===== src/logic/psl_defines.vh =====
// Constants for the positioning stop, soft limit and program select block
`ifndef PSL_DEFINES_VH
`define PSL_DEFINES_VH
// APB register byte addresses
`define PSL_A_CTRL 8'h00
`define PSL_A_EZERO 8'h04
`define PSL_A_ULIM 8'h08
`define PSL_A_LLIM 8'h0C
`define PSL_A_PROGSEL 8'h10
`define PSL_A_XPROG 8'h14
`define PSL_A_YPROG 8'h18
`define PSL_A_XPOS 8'h1C
`define PSL_A_STATUS 8'h20
`define PSL_A_PROGNUM 8'h24
`define PSL_A_ERR 8'h28
// Control register fields
`define PSL_CTRL_STOPMODE 2:0
`define PSL_CTRL_RST 3'h0
// Program select register fields
`define PSL_PS_SRC 1:0
`define PSL_PS_HEADIN 7:2
`define PSL_PS_HEADOUT 13:8
`define PSL_PS_IVAL 20:14
`define PSL_PS_RST 21'h0C8000
// Program selection sources
`define PSL_SRC_FIXED 2'h0
`define PSL_SRC_ONE 2'h1
`define PSL_SRC_TWO 2'h2
`define PSL_SRC_REG 2'h3
// Instruction codes of interest
`define PSL_CODE_LIN 8'h01
`define PSL_CODE_CW 8'h02
`define PSL_CODE_CCW 8'h03
`define PSL_CODE_EZR 8'h30
`define PSL_CODE_INT 8'h31
`define PSL_CODE_IRQ1 8'h71
`define PSL_CODE_IRQ2 8'h72
// Aux end code and limit error code (BCD)
`define PSL_AUX_END 8'h02
`define PSL_ERR_LIMIT 16'h4004
// Zero address range
`define PSL_EZ_MAX 32'sd999999
`define PSL_EZ_MIN (-32'sd999999)
// Read interval range, ms
`define PSL_IVAL_MIN 7'h07
`define PSL_IVAL_MAX 7'h64
// Timing
`define PSL_CLK_HZ 40000000
`define PSL_MS_NS 1000000
`define PSL_CLK_NS 25
`define PSL_MS_CYC (`PSL_MS_NS / `PSL_CLK_NS)
`define PSL_SAMPLE_BACK 16'h0001
`endif


===== src/logic/psl_positioning_ctrl.v =====
// Stop handling, software limits and program number selection logic
`timescale 1ns/1ps
`include "psl_defines.vh"

module psl_positioning_ctrl #(
  parameter NUM_IN = 64, // General input count
  parameter NUM_OUT = 64, // General output count
  parameter MS_CYCLES = `PSL_MS_CYC // Clock cycles per millisecond
) (
  input wire sys_clk, // System clock, 40 MHz
  input wire reset, // Synchronous reset, active high
  input wire [7:0] paddr, // APB address
  input wire psel, // APB select
  input wire penable, // APB enable
  input wire pwrite, // APB direction
  input wire [31:0] pwdata, // APB write data
  output reg [31:0] prdata, // APB read data
  output reg pready, // APB ready
  output reg pslverr, // APB error
  input wire stopTerminal, // External stop input
  input wire xStopRelay, // X axis stop relay
  input wire yStopRelay, // Y axis stop relay
  input wire startCmd, // Start command pulse
  input wire selYAxis, // Program request is for Y axis
  input wire [7:0] instrCode, // Executing instruction code
  input wire instrRunning, // Positioning step active
  input wire jogFwd, // Jog forward request
  input wire jogRev, // Jog reverse request
  input wire zeroDone, // Zero return or abs detect done
  input wire auxWait, // Waiting for aux code off
  input wire [NUM_IN-1:0] genIn, // General inputs
  output reg [NUM_OUT-1:0] strobeOut, // Digit strobes
  output reg [6:0] programNum, // Selected program number
  output reg progValid, // Program number ready pulse
  output reg motionStop, // Stop motion now
  output reg holdTimer, // Freeze step timer
  output reg resumeRemain, // Start resumes remaining move
  output reg jumpNext, // Next-step jump pulse
  output reg jumpEnd, // Jump to end pulse
  output reg auxEndReplace, // Aux code swapped to end
  output reg [7:0] auxCode, // Pending aux code
  output reg [31:0] zeroTarget, // Target for zero return
  output reg limitError, // Soft limit error level
  output reg [15:0] errorCode, // Current error code
  output reg xPositionEstablishedFlag // Present value established
);

  // One-hot states of the digit reader
  localparam S_IDLE = 3'b001;
  localparam S_DIG0 = 3'b010;
  localparam S_DIG1 = 3'b100;

  // Register file
  reg [2:0] stopModeSetting_q; // Stop mode
  reg [31:0] electricalZeroAddress_q; // Zero point address
  reg [31:0] upperSoftLimit_q; // Upper soft limit
  reg [31:0] lowerSoftLimit_q; // Lower soft limit
  reg [20:0] progSel_q; // Source, heads, interval
  reg [6:0] xProgramNumberRegister_q; // X or both program
  reg [6:0] yProgramNumberRegister_q; // Y program
  reg [31:0] presentPos_q; // Present position value
  reg [7:0] auxCodeIn_q; // Aux code from host

  // Digit reader state
  reg [2:0] state_q;
  reg [6:0] msLeft_q; // Milliseconds left of strobe
  reg [31:0] cyc_q; // Cycles within current ms
  reg [3:0] tens_q; // First digit held
  reg stopSeen_q; // Stop edge detect

  wire [1:0] progSrc = progSel_q[`PSL_PS_SRC];
  wire [5:0] headIn = progSel_q[`PSL_PS_HEADIN];
  wire [5:0] headOut = progSel_q[`PSL_PS_HEADOUT];
  wire [6:0] ivalMs = progSel_q[`PSL_PS_IVAL];
  // Signed compare, the limits span the full 32-bit range
  wire signed [31:0] posS = presentPos_q;
  wire signed [31:0] upS = upperSoftLimit_q;
  wire signed [31:0] loS = lowerSoftLimit_q;

  // Stop request from any of the three sources
  wire stopReq = stopTerminal | xStopRelay | yStopRelay;
  // Rising edge only, so a held stop acts once
  wire stopRise = stopReq & ~stopSeen_q;

  // Interpolation and interrupt classes
  wire isInterp = (instrCode == `PSL_CODE_LIN) |
    (instrCode == `PSL_CODE_CW) | (instrCode == `PSL_CODE_CCW) |
    (instrCode == `PSL_CODE_INT);
  wire isIrq = (instrCode == `PSL_CODE_IRQ1) |
    (instrCode == `PSL_CODE_IRQ2);

  // Mode decoding
  wire modeIgnore = (stopModeSetting_q[1:0] == 2'h0);
  wire modeRemain = (stopModeSetting_q[1:0] == 2'h1);
  wire modeNext = (stopModeSetting_q[1:0] == 2'h2);
  wire modeEnd = (stopModeSetting_q[1:0] == 2'h3);
  // Mode 5/6 keep their behaviour while interpolating
  wire interpBreaks = isIrq | (isInterp & ~stopModeSetting_q[2]);

  // Limit check, armed only after position established
  wire limArm = xPositionEstablishedFlag & (upS > loS);
  wire overUp = limArm & (posS >= upS);
  wire underLo = limArm & (posS <= loS);
  wire limHit = overUp | underLo;
  // Jog back toward the valid range stays allowed
  wire jogAway = (overUp & jogRev & ~jogFwd) |
    (underLo & jogFwd & ~jogRev);

  // Zero address clamp
  // Clamped at write so readback shows the value in use
  wire signed [31:0] ezIn = pwdata;
  wire [31:0] ezClamp = (ezIn > `PSL_EZ_MAX) ? `PSL_EZ_MAX :
    (ezIn < `PSL_EZ_MIN) ? `PSL_EZ_MIN : pwdata;

  // Digit sampled from the head inputs, BCD 1,2,4,8
  wire [NUM_IN-1:0] inShift = genIn >> headIn;
  wire [3:0] digit = inShift[3:0];
  wire [NUM_OUT-1:0] strobe0 = {{(NUM_OUT-1){1'b0}}, 1'b1} << headOut;
  wire [NUM_OUT-1:0] strobe1 = strobe0 << 1;
  // Sample in the last cycle of the final ms of the strobe
  wire sampleNow = (msLeft_q == 7'h01) &&
    (cyc_q == MS_CYCLES - 1);
  // Interval is stored raw and clamped on use
  wire [6:0] ivalUse = (ivalMs < `PSL_IVAL_MIN) ? `PSL_IVAL_MIN :
    (ivalMs > `PSL_IVAL_MAX) ? `PSL_IVAL_MAX : ivalMs;
  // Tens weight of the first digit
  wire [6:0] tensVal = {3'h0, tens_q} * 7'h0A;

  // Write lands at the access edge, read latches at setup
  wire apbWr = psel & penable & pwrite;
  wire apbRd = psel & ~penable & ~pwrite;

  // Register writes
  always @(posedge sys_clk) begin
    if (reset) begin
      stopModeSetting_q <= `PSL_CTRL_RST;
      electricalZeroAddress_q <= 32'h0;
      upperSoftLimit_q <= 32'h0;
      lowerSoftLimit_q <= 32'h0;
      progSel_q <= `PSL_PS_RST;
      xProgramNumberRegister_q <= 7'h0;
      yProgramNumberRegister_q <= 7'h0;
      presentPos_q <= 32'h0;
      auxCodeIn_q <= 8'h0;
    end else if (apbWr) begin
      // Status, program number and error are read only
      case (paddr)
        `PSL_A_CTRL: begin
          stopModeSetting_q <= pwdata[`PSL_CTRL_STOPMODE];
          auxCodeIn_q <= pwdata[15:8];
        end
        `PSL_A_EZERO: electricalZeroAddress_q <= ezClamp;
        `PSL_A_ULIM: upperSoftLimit_q <= pwdata;
        `PSL_A_LLIM: lowerSoftLimit_q <= pwdata;
        `PSL_A_PROGSEL: progSel_q <= pwdata[20:0];
        `PSL_A_XPROG: xProgramNumberRegister_q <= pwdata[6:0];
        `PSL_A_YPROG: yProgramNumberRegister_q <= pwdata[6:0];
        `PSL_A_XPOS: presentPos_q <= pwdata;
        default: begin
          // Unmapped writes are dropped; only addresses above 0x28 get an error answer
        end
      endcase
    end
  end

  // APB answer: no wait states, read data latched in setup
  always @(posedge sys_clk) begin
    if (reset) begin
      prdata <= 32'h0;
      pready <= 1'b0;
      pslverr <= 1'b0;
    end else begin
      // Refusal is flagged in the same cycle as ready
      pready <= psel & ~penable;
      pslverr <= psel & ~penable & (paddr > `PSL_A_ERR);
      if (apbRd) begin
        case (paddr)
          `PSL_A_CTRL: prdata <= {16'h0, auxCodeIn_q, 5'h0,
            stopModeSetting_q};
          `PSL_A_EZERO: prdata <= electricalZeroAddress_q;
          `PSL_A_ULIM: prdata <= upperSoftLimit_q;
          `PSL_A_LLIM: prdata <= lowerSoftLimit_q;
          `PSL_A_PROGSEL: prdata <= {11'h0, progSel_q};
          `PSL_A_XPROG: prdata <= {25'h0, xProgramNumberRegister_q};
          `PSL_A_YPROG: prdata <= {25'h0, yProgramNumberRegister_q};
          `PSL_A_XPOS: prdata <= presentPos_q;
          `PSL_A_STATUS: prdata <= {26'h0, state_q, holdTimer,
            limitError, xPositionEstablishedFlag};
          `PSL_A_PROGNUM: prdata <= {25'h0, programNum};
          `PSL_A_ERR: prdata <= {16'h0, errorCode};
          default: prdata <= 32'h0;
        endcase
      end
    end
  end

  // Stop handling and aux code
  always @(posedge sys_clk) begin
    if (reset) begin
      stopSeen_q <= 1'b0;
      holdTimer <= 1'b0;
      resumeRemain <= 1'b0;
      jumpNext <= 1'b0;
      jumpEnd <= 1'b0;
      auxEndReplace <= 1'b0;
      auxCode <= 8'h0;
      motionStop <= 1'b0;
      zeroTarget <= 32'h0;
    end else begin
      // Stop level kept for the edge detector
      stopSeen_q <= stopReq;
      // Jump and swap outputs last one cycle
      jumpNext <= 1'b0;
      jumpEnd <= 1'b0;
      auxEndReplace <= 1'b0;
      // Zero return always aims at the stored address
      zeroTarget <= electricalZeroAddress_q;
      if (instrCode == `PSL_CODE_EZR && instrRunning)
        zeroTarget <= electricalZeroAddress_q;
      // Limit halts at once unless jogging away from it
      motionStop <= (limHit & ~jogAway) |
        (stopReq & ~modeIgnore & instrRunning);
      // Aux code tracks host only while no aux wait is pending
      if (!auxWait)
        auxCode <= auxCodeIn_q;
      if (stopRise && instrRunning && !modeIgnore) begin
        // Mode 0/4 leaves all unchanged, including aux code
        holdTimer <= 1'b1;
        if (interpBreaks && (modeRemain || modeNext)) begin
          jumpEnd <= 1'b1;
        end else if (modeRemain) begin
          resumeRemain <= 1'b1;
        end else if (modeNext) begin
          resumeRemain <= 1'b0;
        end else if (modeEnd) begin
          jumpEnd <= 1'b1;
          resumeRemain <= 1'b0;
        end
        // Aux-active is left alone; host must clear it
        if (modeEnd && auxWait) begin
          auxCode <= `PSL_AUX_END;
          auxEndReplace <= 1'b1;
        end
      end else if (startCmd && holdTimer) begin
        holdTimer <= 1'b0;
        // Discarded remainder becomes a jump to next step
        jumpNext <= ~resumeRemain & modeNext;
        resumeRemain <= 1'b0;
      end
    end
  end

  // Position established flag and limit error
  always @(posedge sys_clk) begin
    if (reset) begin
      xPositionEstablishedFlag <= 1'b0;
      limitError <= 1'b0;
      errorCode <= 16'h0;
    end else begin
      // Sticky until reset; software cannot clear it
      if (zeroDone)
        xPositionEstablishedFlag <= 1'b1;
      // Error follows position; clears once back inside
      limitError <= limHit;
      errorCode <= limHit ? `PSL_ERR_LIMIT : 16'h0;
    end
  end

  // Program number selection and digit reading
  always @(posedge sys_clk) begin
    if (reset) begin
      state_q <= S_IDLE;
      msLeft_q <= 7'h0;
      cyc_q <= 32'h0;
      tens_q <= 4'h0;
      strobeOut <= {NUM_OUT{1'b0}};
      programNum <= 7'h0;
      progValid <= 1'b0;
    end else begin
      // Valid is a one-cycle pulse
      progValid <= 1'b0;
      // Millisecond timer runs only while a strobe is on
      if (state_q != S_IDLE) begin
        if (cyc_q == MS_CYCLES - 1) begin
          cyc_q <= 32'h0;
          msLeft_q <= msLeft_q - 7'h01;
        end else begin
          cyc_q <= cyc_q + 32'h1;
        end
      end
      // A start during a read is ignored
      case (state_q)
        S_IDLE: begin
          strobeOut <= {NUM_OUT{1'b0}};
          if (startCmd) begin
            case (progSrc)
              `PSL_SRC_FIXED: begin
                programNum <= 7'h0;
                progValid <= 1'b1;
              end
              `PSL_SRC_REG: begin
                programNum <= selYAxis ? yProgramNumberRegister_q :
                  xProgramNumberRegister_q;
                progValid <= 1'b1;
              end
              default: begin
                // Switch read runs on a start taken in idle with source one or two digits
                state_q <= S_DIG0;
                msLeft_q <= ivalUse;
                cyc_q <= 32'h0;
                strobeOut <= strobe0;
              end
            endcase
          end
        end
        S_DIG0: begin
          if (sampleNow) begin
            if (progSrc == `PSL_SRC_ONE) begin
              // Non-BCD digit reads as zero
              programNum <= (digit > 4'h9) ? 7'h0 :
                {3'h0, digit};
              progValid <= 1'b1;
              strobeOut <= {NUM_OUT{1'b0}};
              state_q <= S_IDLE;
            end else begin
              tens_q <= (digit > 4'h9) ? 4'h0 : digit;
              state_q <= S_DIG1;
              msLeft_q <= ivalUse;
              strobeOut <= strobe1;
            end
          end
        end
        S_DIG1: begin
          // Second strobe carries the units digit
          if (sampleNow) begin
            programNum <= tensVal + ((digit > 4'h9) ? 7'h0 :
              {3'h0, digit});
            progValid <= 1'b1;
            strobeOut <= {NUM_OUT{1'b0}};
            state_q <= S_IDLE;
          end
        end
        default: state_q <= S_IDLE;
      endcase
    end
  end

endmodule


===== config.mk =====
export PLATFORM = sky130hd
export DESIGN_NAME = psl_positioning_ctrl
export DESIGN_NICKNAME = d
export VERILOG_FILES = /design/src/logic/psl_positioning_ctrl.v
export VERILOG_INCLUDE_DIRS = /design/src /design/src/logic
export SDC_FILE = /design/constraint.sdc
export NUM_CORES = 1
export LEC_CHECK = 0
export BUFFER_PORTS_ARGS = -buffer_cell sky130_fd_sc_hd__buf_4
export CORE_MARGIN = 8
export CORE_UTILIZATION = 35
export DETAILED_ROUTE_END_ITERATION = 12
export GPL_TIMING_DRIVEN = 0
export PLACE_DENSITY = 0.6
export SETUP_SLACK_MARGIN = 0.3
export SYNTH_ARGS = -nofsm -noshare
export SYNTH_HDL_FRONTEND = slang
export SYNTH_SLANG_ARGS = --single-unit

===== constraint.sdc =====
create_clock -name sys_clk -period 4.35 [get_ports sys_clk]
set_input_delay 1.0875 -clock sys_clk [delete_from_list [all_inputs] [get_ports sys_clk]]
set_output_delay 1.0875 -clock sys_clk [all_outputs]
set_load 0.02 [all_outputs]

==> results of run 1 <==
-- per-stage QoR --
step,utilization (%),total power [mW],setup slack [ns]
after floorplan,-,4.09,0.635
after global placement,40.6,4.49,-0.133
after detailed placement,40.6,4.50,-0.114
after CTS,43.0,7.98,0.338
after global routing,43.3,8.19,0.276
final,43.3,7.93,0.450
-- what timing repair did --
action	CTS	global route
hold buffers	0	0
endpoints found under the setup margin	3	4
setup buffers	0	7
endpoints found under the hold margin	0	0
gates resized for setup	1	28
pin swaps	0	5
-- layout by cell type (no fill, tap or decap), types with 10 or more instances in the layout --
| master | n |
|---|---|
| xor2_1 | 26 |
| o21ai_0 | 52 |
| mux4_2 | 39 |
| inv_1 | 92 |
| nor2_1 | 252 |
| clkbuf_1 | 139 |
| mux2_2 | 17 |
| a221oi_1 | 12 |
| o221ai_1 | 22 |
| a31oi_1 | 16 |
| a21oi_1 | 255 |
| o22ai_1 | 13 |
| a22oi_1 | 88 |
| nor4_1 | 13 |
| mux2_1 | 19 |
| ha_1 | 112 |
| clkbuf_16 | 41 |
| o21ai_1 | 14 |
| nand3_1 | 35 |
| nor3_1 | 29 |
| nand2_1 | 375 |
| conb_1 | 14 |
| xnor2_1 | 14 |
| mux2i_1 | 44 |
| dfxtp_1 | 375 |
| a211oi_1 | 15 |
| a222oi_1 | 22 |
| and3_1 | 18 |
| nand3b_1 | 10 |
| nand2b_1 | 23 |
| buf_4 | 292 |
| a21o_1 | 12 |
| nor2b_1 | 45 |
| nand4_1 | 30 |
-- state kept, by name (all words and copies together), names as in the netlist, 8 cells and up --
name,flops
strobeOut,64
cyc_q,32
electricalZeroAddress_q,32
loS,32
posS,32
prdata,32
upS,32
zeroTarget,32
progSel_q,21
auxCodeIn_q,8
auxCode,8
-- layout make-up --
type	instances	area, µm²	area share (%)
Antenna cell	3	7.51	0.0308
Buffer	180	876	3.60
Clock buffer	55	1150	4.72
Clock inverter	16	169	0.694
Inverter	93	349	1.43
Multi-Input combinational cell	1753	11300	46.4
Sequential cell	375	7510	30.8
Tap cell	756	946	3.88
Timing Repair Buffer	273	2050	8.42
-- logic make-up (layout without fill, tap and decap cells) --
family | after synthesis | after routing | synth area share (%)
flops | 375 | 375 | 37.8
other cells | 1 | 17 | 0.0189
fa+ha+maj | 115 | 115 | 7.31
xor+xnor | 40 | 40 | 1.76
mux | 122 | 122 | 8.87
simple gates | 888 | 888 | 20.1
buf+inv | 273 | 617 | 5.87
compound gates | 574 | 574 | 18.3
-- worst max path at each step --
stage | from | slack (ns) | cells past startpoint | end
floorplan | genIn[16] | 0.63 | 14 | programNum[6]
global placement | paddr[7] | -0.13 | 11 | prdata[12]
detailed placement | paddr[7] | -0.11 | 11 | prdata[12]
CTS | progSel_q[3] | 0.34 | 19 | programNum[5]
global route | progSel_q[3] | 0.28 | 19 | programNum[5]
finish | paddr[7] | 0.45 | 11 | prdata[12]
-- power by group through the flow --
| stage | clock network [mW] | registers, mW | logic, mW |
|---|---|---|---|
| floorplan | 0 | 3.65 | 0.440 |
| global placement | 0 | 3.64 | 0.847 |
| detailed placement | 0 | 3.64 | 0.861 |
| CTS | 3.55 | 3.57 | 0.866 |
| global route | 3.68 | 3.57 | 0.942 |
| finish | 3.49 | 3.57 | 0.877 |
-- worst reg2reg max path, stage by stage (launching register included) --
cell and delay [ns]:
dfxtp_1 0.33, buf_6 0.14, buf_12 0.15, buf_12 0.15
buf_12 0.15, mux4_2 0.33, a22oi_2 0.22, o31ai_2 0.12
a31oi_2 0.23, mux2i_2 0.13, buf_4 0.16, a211oi_2 0.30
ha_1 0.31, a21o_1 0.16, a21oi_1 0.21, nor3b_1 0.09
xnor2_1 0.20, o221ai_1 0.15, o21ai_0 0.11, nor2_1 0.06
-- routing by layer --
metal	global-route usage [%]	up-vias	part of all wire [%]	routed length, µm
met2	38.4	942	45	36800
met4	8.47	0	3.5	2880
li1	-	9132	-	-
met3	5.29	180	9.3	7590
met5	0	-	0	0
met1	31.9	9394	42	34000
==> results.md, run 1 <==
Power:
- The switching fraction of total power is 26.4%.
- The power density over the cells is 326 mW/mm².
- The worst voltage drop across the vdd grid is between 0.2 and 0.3 mV.
- Summed over all nets, the switching power comes to 2.09 mW.
- Combinational logic burns 11.1% of the power.
- The part of the total power dissipated in sequential elements is 45.0%.
- The internal power of the cells totals 5.84 mW.
- In this run the static leakage power is 9.12 nW.
- The share of total power dissipated in the clock network is between 40% and 50%.

STA:
- Adding up every negative setup slack in the final design gives 0 ns.
- The worst pin sits at a relative slew slack of 25.3%.
- The transition time of the tightest slew-check pin is 1.12 ns.
- The number of pins exceeding their max-slew limit in the final report is 0.
- The worst-case clock skew is 0.0268 ns.
- Setup repair after global routing could not meet its margin everywhere.
- The worst hold margin is ~0.47 ns.
- The hold violation total from the final report is 0.
- Derived from the worst setup path, the maximum achievable clock frequency is 256 MHz.
- The final period demand of the worst path is 3.90 ns.
- The final number of setup-violating endpoints is 0.
- The final critical path takes up 89.6% of the cycle.

Logic synthesis:
- The top-area cell type share of the netlist area is 37.8%.
- The synthesized netlist contains 76 unique library cells.
- Counting flops with a built-in enable in the synthesized netlist gives 0.
- The largest total area in the synthesized netlist belongs to dfxtp_1.
- Sorting the synthesized cells by area gives the leading types as dfxtp_1 (38%), ha_1 (7.1%), nand2_1 (7.1%).
- The synthesized area per cell is 8.33 µm².
- Among all flip-flop cells after synthesis, the most frequent one is dfxtp_1.
- For this run, the number of Yosys warnings is 0.
- In the synthesized netlist the async set-or-reset flop fraction comes to 0%.
- The synthesized flop and latch total is between 300 and 400.
- The commonest cells after synthesis are dfxtp_1 (375), nand2_1 (375), a21oi_1 (255), nor2_1 (253), clkbuf_1 (135).
- Sequential elements use roughly 38% of the synthesized area.
- The mapped netlist covers 0.0199 mm².
- The number of instances in the synthesized netlist is 2388.

Clocking:
- Counting every sink on the clock net gives 375.
- The number of buffers added by the clock tree synthesis step is 40.
- The longest clock path from root to sink contains 3 buffers.
- The H-tree was split into 2 levels.
- TritonCTS built the clock tree.
- The tree is rooted in a clkbuf_16.
- Clock-pin slew was measured on the worst setup and hold paths at 0.06 ns.
- The insertion delay of the later-clocked pin in the worst-skew pair is 0.58 ns.

Floorplan:
- The die area is 0.0647 mm².
- The boundary pin count is just under 300.
- Once the floorplan was initialized, standard cells occupied around a third of the core.
- The die span in x is between 200 and 300 µm.
- The site row count is 87.
- The floorplan die height is 254 µm.
- The placeable core region is 0.0563 mm².

Worst setup path:
- The launch point of the worst reg-to-reg path is progSel_q[3].
- The worst setup path is captured at a flop.
- The endpoint of the worst register-to-register path is programNum[6].
- The sort of element at the start of the critical path is an input pin.
- The number of buffer and inverter instances along the worst setup path is 3.
- On the critical path, the stage with the largest delay is an instance of a31oi_1.
- The startpoint-to-endpoint class of the critical path is in2reg.
- For the worst flop-to-flop path, the logic depth is 19.
- In this run the worst path has a maximum fanout of 10.
- The dominant delay contributor by cell family on the critical path is simple AND/OR/NAND/NOR gates.
- In this design, the stage delay of the slowest critical-path cell is 0.62 ns.
- The critical path goes through buf_4 > nor2_1 > nand3b_1 > or4_1 > clkbuf_1 > nor2_2 > clkbuf_1 > a22oi_1 > a31oi_1 > a21oi_1 > nor2_1.
- The data required time at the worst endpoint is 4.85 ns.
- In this run the register-to-register setup slack is approximately 0.48 ns.
- For the worst setup path, the data arrival time is 4.40 ns.

Routing:
- The vias after detailed routing is between 15000 and 20000.
- Wires add up to 81300 µm.
- After detailed routing, the number of remaining DRC violations is 0.
- The DRC marker count from the first detailed-route iteration is 1951.
- Dividing the detail-routed wire length by the instance count gives 23.2 µm.
- The first-pass iteration count of the detailed router is 6.
- Once detail routing completed, the nets flagged for antenna violations numbered 0.
- Dividing the detail-routed via count by the number of cells gives 5.61.

Placement:
- The post-detailed-placement cell area is 0.0229 mm².
- The routability-driven placement congestion ratio is 0.950.
- Once detailed placement completed, the half-perimeter wirelength came to 63200 µm.
- The number of placed instances, taps included, is around 3400.
- In this run the tool buffered the top-level ports with 266 buffer cells.

Global route:
- The number of antenna violations at the first check in global routing is 4.
- The via count of the first global-routing pass is 19000.
- The leftover overflow at the end of global routing is 0.
- The wire length of the first global-routing pass is roughly 120000 µm.
- Global routing used approximately a quarter of the available tracks.
- Entering global routing, the biggest net connects 15 pins.

Hold path:
- The worst hold path terminates at prdata[4].
- The number of cells traversed by the worst hold path is 2.
- The startpoint of the worst hold path is prdata[4].
- The path type of the worst min-delay path is reg2reg.

Outcome:
- The run finished with clean final reports.

Final layout:
- The area of all placed cells without fillers is 0.0244 mm².
- The fraction of layout instances using a drive strength above 1 is approximately 17%.
- The filler cells instantiated in the layout total 5614.
- The area growth from synthesis to layout is 22.5%.
- The number of cells in the finished layout apart from fillers is 3504.
- The final net count is 2958.

Flow run:
- The count of maximum capacitance violations is 0.
(Power assumes the default switching activity.)
==> inputs of run 2 (changes only) <==
--- a/config.mk
+++ b/config.mk
@@ -8,10 +8,10 @@
 export LEC_CHECK = 0
 export BUFFER_PORTS_ARGS = -buffer_cell sky130_fd_sc_hd__buf_4
 export CORE_MARGIN = 8
-export CORE_UTILIZATION = 35
+export CORE_UTILIZATION = 40
 export DETAILED_ROUTE_END_ITERATION = 12
 export GPL_TIMING_DRIVEN = 0
-export PLACE_DENSITY = 0.6
+export PLACE_DENSITY = 0.69
 export SETUP_SLACK_MARGIN = 0.3
 export SYNTH_ARGS = -nofsm -noshare
 export SYNTH_HDL_FRONTEND = slang
==> constraint.sdc (replaced) <==
create_clock -name sys_clk -period 3.15 [get_ports sys_clk]
set_input_delay 0.7875 -clock sys_clk [delete_from_list [all_inputs] [get_ports sys_clk]]
set_output_delay 0.7875 -clock sys_clk [all_outputs]
set_load 0.02 [all_outputs]
==> run 2 against run 1 <==
The flow now finishes with violations (negative setup slack). Register-to-register slack got worse by 0.90 ns. Via count increased by 1.8%. Sequential power increased by 38%. Utilization increased by 7.0 points. Combinational power increased by 43%. Clock power increased by 31%. Critical endpoint is now programNum[4]. Highest routed layer is now met5.
==> results.md, run 2 (synthesis results as in run 1) <==
Outcome:
- Run status: finished with violations (was completed).
- The checks that failed: negative setup slack.

Floorplan:
- The floorplan die height was 239 µm (was 254 µm).
- The die span in x is 239 µm (was 254 µm).
- The die area was 0.0571 mm² (was 0.0647 mm²).
- The placeable core region is 0.0491 mm² (was 0.0563 mm²).
- The boundary pin count is 297 (unchanged).
- The starting density of the core is 40.5% (was 35.3%).
- The site row count is 81 (was 87).

STA:
- The number of pins exceeding their max-slew limit in the final report is 0 (unchanged).
- The final period demand of the worst path is 3.57 ns.
- The hold violation total from the final report is 0 (unchanged).
- The worst-case clock skew is 0.0184 ns (was 0.0268 ns).
- The final setup TNS is -1.51 ns (was 0 ns).
- Timing would allow up to 280 MHz.
- The final clock period utilization by the worst path is 113%.
- The final number of setup-violating endpoints is 5 (was 0).
- The worst relative slew slack is 19.3% (was 25.3%).
- Unrepaired setup endpoints after global routing: true (unchanged).
- The worst hold margin was 0.462 ns (was 0.475 ns).
- The transition time of the tightest slew-check pin is 1.19 ns (was 1.12 ns).
- The final setup slack of the worst path is -0.422 ns (was 0.450 ns).

Power:
- The power density over the cells was 435 mW/mm² (was 326 mW/mm²).
- The leakage power total was 9.29 nW (was 9.12 nW).
- The overall power after layout is 10.7 mW (was 7.93 mW).
- The worst voltage drop across the vdd grid was 0.309 mV (was 0.287 mV).

Global route:
- The number of antenna violations at the first check in global routing was 8 (was 4).
- The largest net degree at the start of global routing is 14 (was 15).
- The leftover overflow at the end of global routing was 0 (unchanged).
- The global-route usage over all layers was 26.3% (was 24.1%).
- The via count of the first global-routing pass came to 18900 (was 19000).
- The wire length of the first global-routing pass is 117000 µm (was 120000 µm).

Final layout:
- The number of flip-flops under the largest register name is 64 (unchanged).
- The final net count is 2973 (was 2958).
- Commonest non-fill, non-tap cells in the layout: nand2_1 (375), dfxtp_1 (371), buf_4 (301) (was nand2_1 (375), dfxtp_1 (375), buf_4 (292)).
- The register bank with the most flops is strobeOut (unchanged).
- The fraction of layout instances using a drive strength above 1 is 19.9% (was 17.0%).
- The storage element area is 0.00751 mm² (about the same).
- The total of fill cells in the finished design is 4796 (was 5614).
- The area of the multi-input gates is 0.0116 mm² (was 0.0113 mm²).
- The most common cell after layout, fill and taps aside is nand2_1.
- The area growth from synthesis to layout is 24.1% (was 22.5%).
- The number of cells in the finished layout apart from fillers is 3426 (was 3504).

Hold path:
- The startpoint of the worst hold path is zeroDone (was prdata[4]).
- The number of cells traversed by the worst hold path is 3 (was 2).
- The path type of the worst min-delay path was in2reg (was reg2reg).
- The capture endpoint of the worst hold path was xPositionEstablishedFlag (was prdata[4]).

Routing:
- The vias after detailed routing is 20000 (was 19600).
- The DRC marker count from the first detailed-route iteration is 2483 (was 1951).
- The count of unresolved DRC violations after routing was 0 (unchanged).
- The total wire length was 79200 µm (was 81300 µm).
- The first-pass iteration count of the detailed router is 6 (unchanged).
- The post-detailed-route wirelength per cell is 23.1 µm (was 23.2 µm).
- The average via count per standard cell is 5.84 (was 5.61).
- The residual antenna-violating net count after detailed routing was 0 (unchanged).

Placement:
- The routability-driven placement congestion ratio is 1.01 (was 0.950).
- The pre-CTS worst setup slack is -1.01 ns (was -0.114 ns).
- The total of buffers placed on input and output ports came to 266 (unchanged).
- The number of cells in the design after placement was 3331 (was 3423).
- The estimated wirelength of the detail-placed design was 61100 µm (was 63200 µm).

Worst setup path:
- The launch point of the worst reg-to-reg path is progSel_q[3] (unchanged).
- The number of cells on the worst reg-to-reg path is 16 (was 19).
- The endpoint of the worst register-to-register path is programNum[4] (was programNum[6]).
- The cell that appears most often on the critical path is buf_4.
- The kind of end point of the critical path is a flop (unchanged).
- Critical-path cell list: buf_8 > buf_12 > mux2_4 > mux4_2 > a22o_1 > nor3_4 > buf_4 > nand3b_1 > a21boi_2 > ha_1 > a21oi_2 > buf_4 > xor2_1 > o221ai_1 > o21ai_1 > nor2_1 (was buf_4 > nor2_1 > nand3b_1 > or4_1 > clkbuf_1 > nor2_2 > clkbuf_1 > a22oi_1 > a31oi_1 > a21oi_1 > nor2_1).
- The flop-to-flop setup slack is -0.42 ns (was 0.48 ns).
- The startpoint-to-endpoint class of the critical path is reg2reg (was in2reg).
- The data required time at the worst endpoint is 3.55 ns (was 4.85 ns).
- The data arrival time of the critical path is 3.97 ns (was 4.40 ns).
- The sort of element at the start of the critical path is a flop (was input pin).
- The critical path's slowest cell is mux4_2 (was a31oi_1).
- The highest cell delay on the worst timing path is 0.53 ns (was 0.62 ns).
- The largest fanout on the critical path was 5 (was 10).

Clocking:
- The clock edge transition at the registers on the reported setup and hold paths is 0.06 ns (about the same).
- The clock tree root buffer cell is clkbuf_16 (unchanged).
- The number of clock sinks came to 375 (unchanged).
- The CTS tree is built (unchanged).
- The number of buffers added by the clock tree synthesis step was 40 (unchanged).
- The total number of H-tree levels was 2 (unchanged).
- The number of buffers between clock root and the deepest sink is 3 (unchanged).
- The insertion delay of the later-clocked pin in the worst-skew pair was 0.54 ns (was 0.58 ns).
- The cts-stage hold buffer count is 0 (unchanged).

Flow run:
- The count of maximum capacitance violations came to 0 (unchanged).
## run 2: cell count changes in the layout (fill, tap and decap cells not counted), moves of 6 or more
cell,delta
buf_4,+9
clkbuf_1,-17
buf_6,+6
mux2_4,+10
mux2_1,-10
clkbuf_2,+17
nor2_1,-6
## run 2: worst max-delay path, delay by kind of cell, from the launching register on
family | cells | cell delay (ns)
AOI/OAI and AO/OA | 5 | 0.94
xor gates and xnor gates | 1 | 0.15
adders and majority gates | 1 | 0.30
buffers and inverters | 4 | 0.56
DFF | 1 | 0.33
muxes | 2 | 0.84
and+or+nand+nor | 3 | 0.32
## run 2: area by class of cell
type | instances | share of cell area, %
well taps | 664 | 3.37
plain buffers | 180 | 3.85
clock inverters | 9 | 0.218
repair buffers | 288 | 8.92
flip-flops and latches | 375 | 30.4
inverters | 93 | 1.41
multi-input cells | 1753 | 46.9
clock buffers | 60 | 4.81
diodes | 4 | 0.0406
## run 2: through the flow
stage | cell area, µm² | utilization (%)
after floorplan | 20000 | -
after global placement | 22800 | 46.5
after detailed placement | 22800 | 46.5
after CTS | 24400 | 49.8
after global routing | 24700 | 50.3
final | 24700 | 50.3
## run 2: how the worst max path moves through the flow
stage	start	to	slack, ns	cells after the start
global placement	progSel_q[5]	programNum[6]	-0.91	14
finish	progSel_q[3]	programNum[4]	-0.42	16
global route	progSel_q[3]	programNum[4]	-0.52	16
floorplan	genIn[34]	programNum[5]	-0.19	15
detailed placement	progSel_q[5]	programNum[6]	-1.01	14
CTS	progSel_q[3]	programNum[6]	-0.41	17
## run 2: where the power goes
| group | leakage (nW) | switching (mW) | total (mW) | internal (mW) |
|---|---|---|---|---|
| combinational | 5.65 | 0.790 | 1.25 | 0.459 |
| sequential | 3.02 | 0.0914 | 4.92 | 4.83 |
| clock | 0.610 | 1.96 | 4.56 | 2.60 |
| total | 9.29 | 2.84 | 10.7 | 7.89 |
## run 2: what timing repair did
item,4_1_cts,5_1_grt
setup endpoints to repair,108,140
gates cloned,1,0
resized for setup,70,66
pin swaps,15,15
buffers inserted,14,7
## run 2: layer usage
| layer | GRT usage, % | up-vias | wire length [µm] | share of wire [%] |
|---|---|---|---|---|
| met4 | 10.6 | 4 | 3560 | 4.5 |
| met2 | 41.0 | 1068 | 35000 | 44 |
| met5 | 0 | - | 23 | 0.029 |
| met3 | 5.72 | 202 | 7780 | 9.8 |
| li1 | - | 9137 | - | - |
| met1 | 35.2 | 9595 | 32900 | 42 |
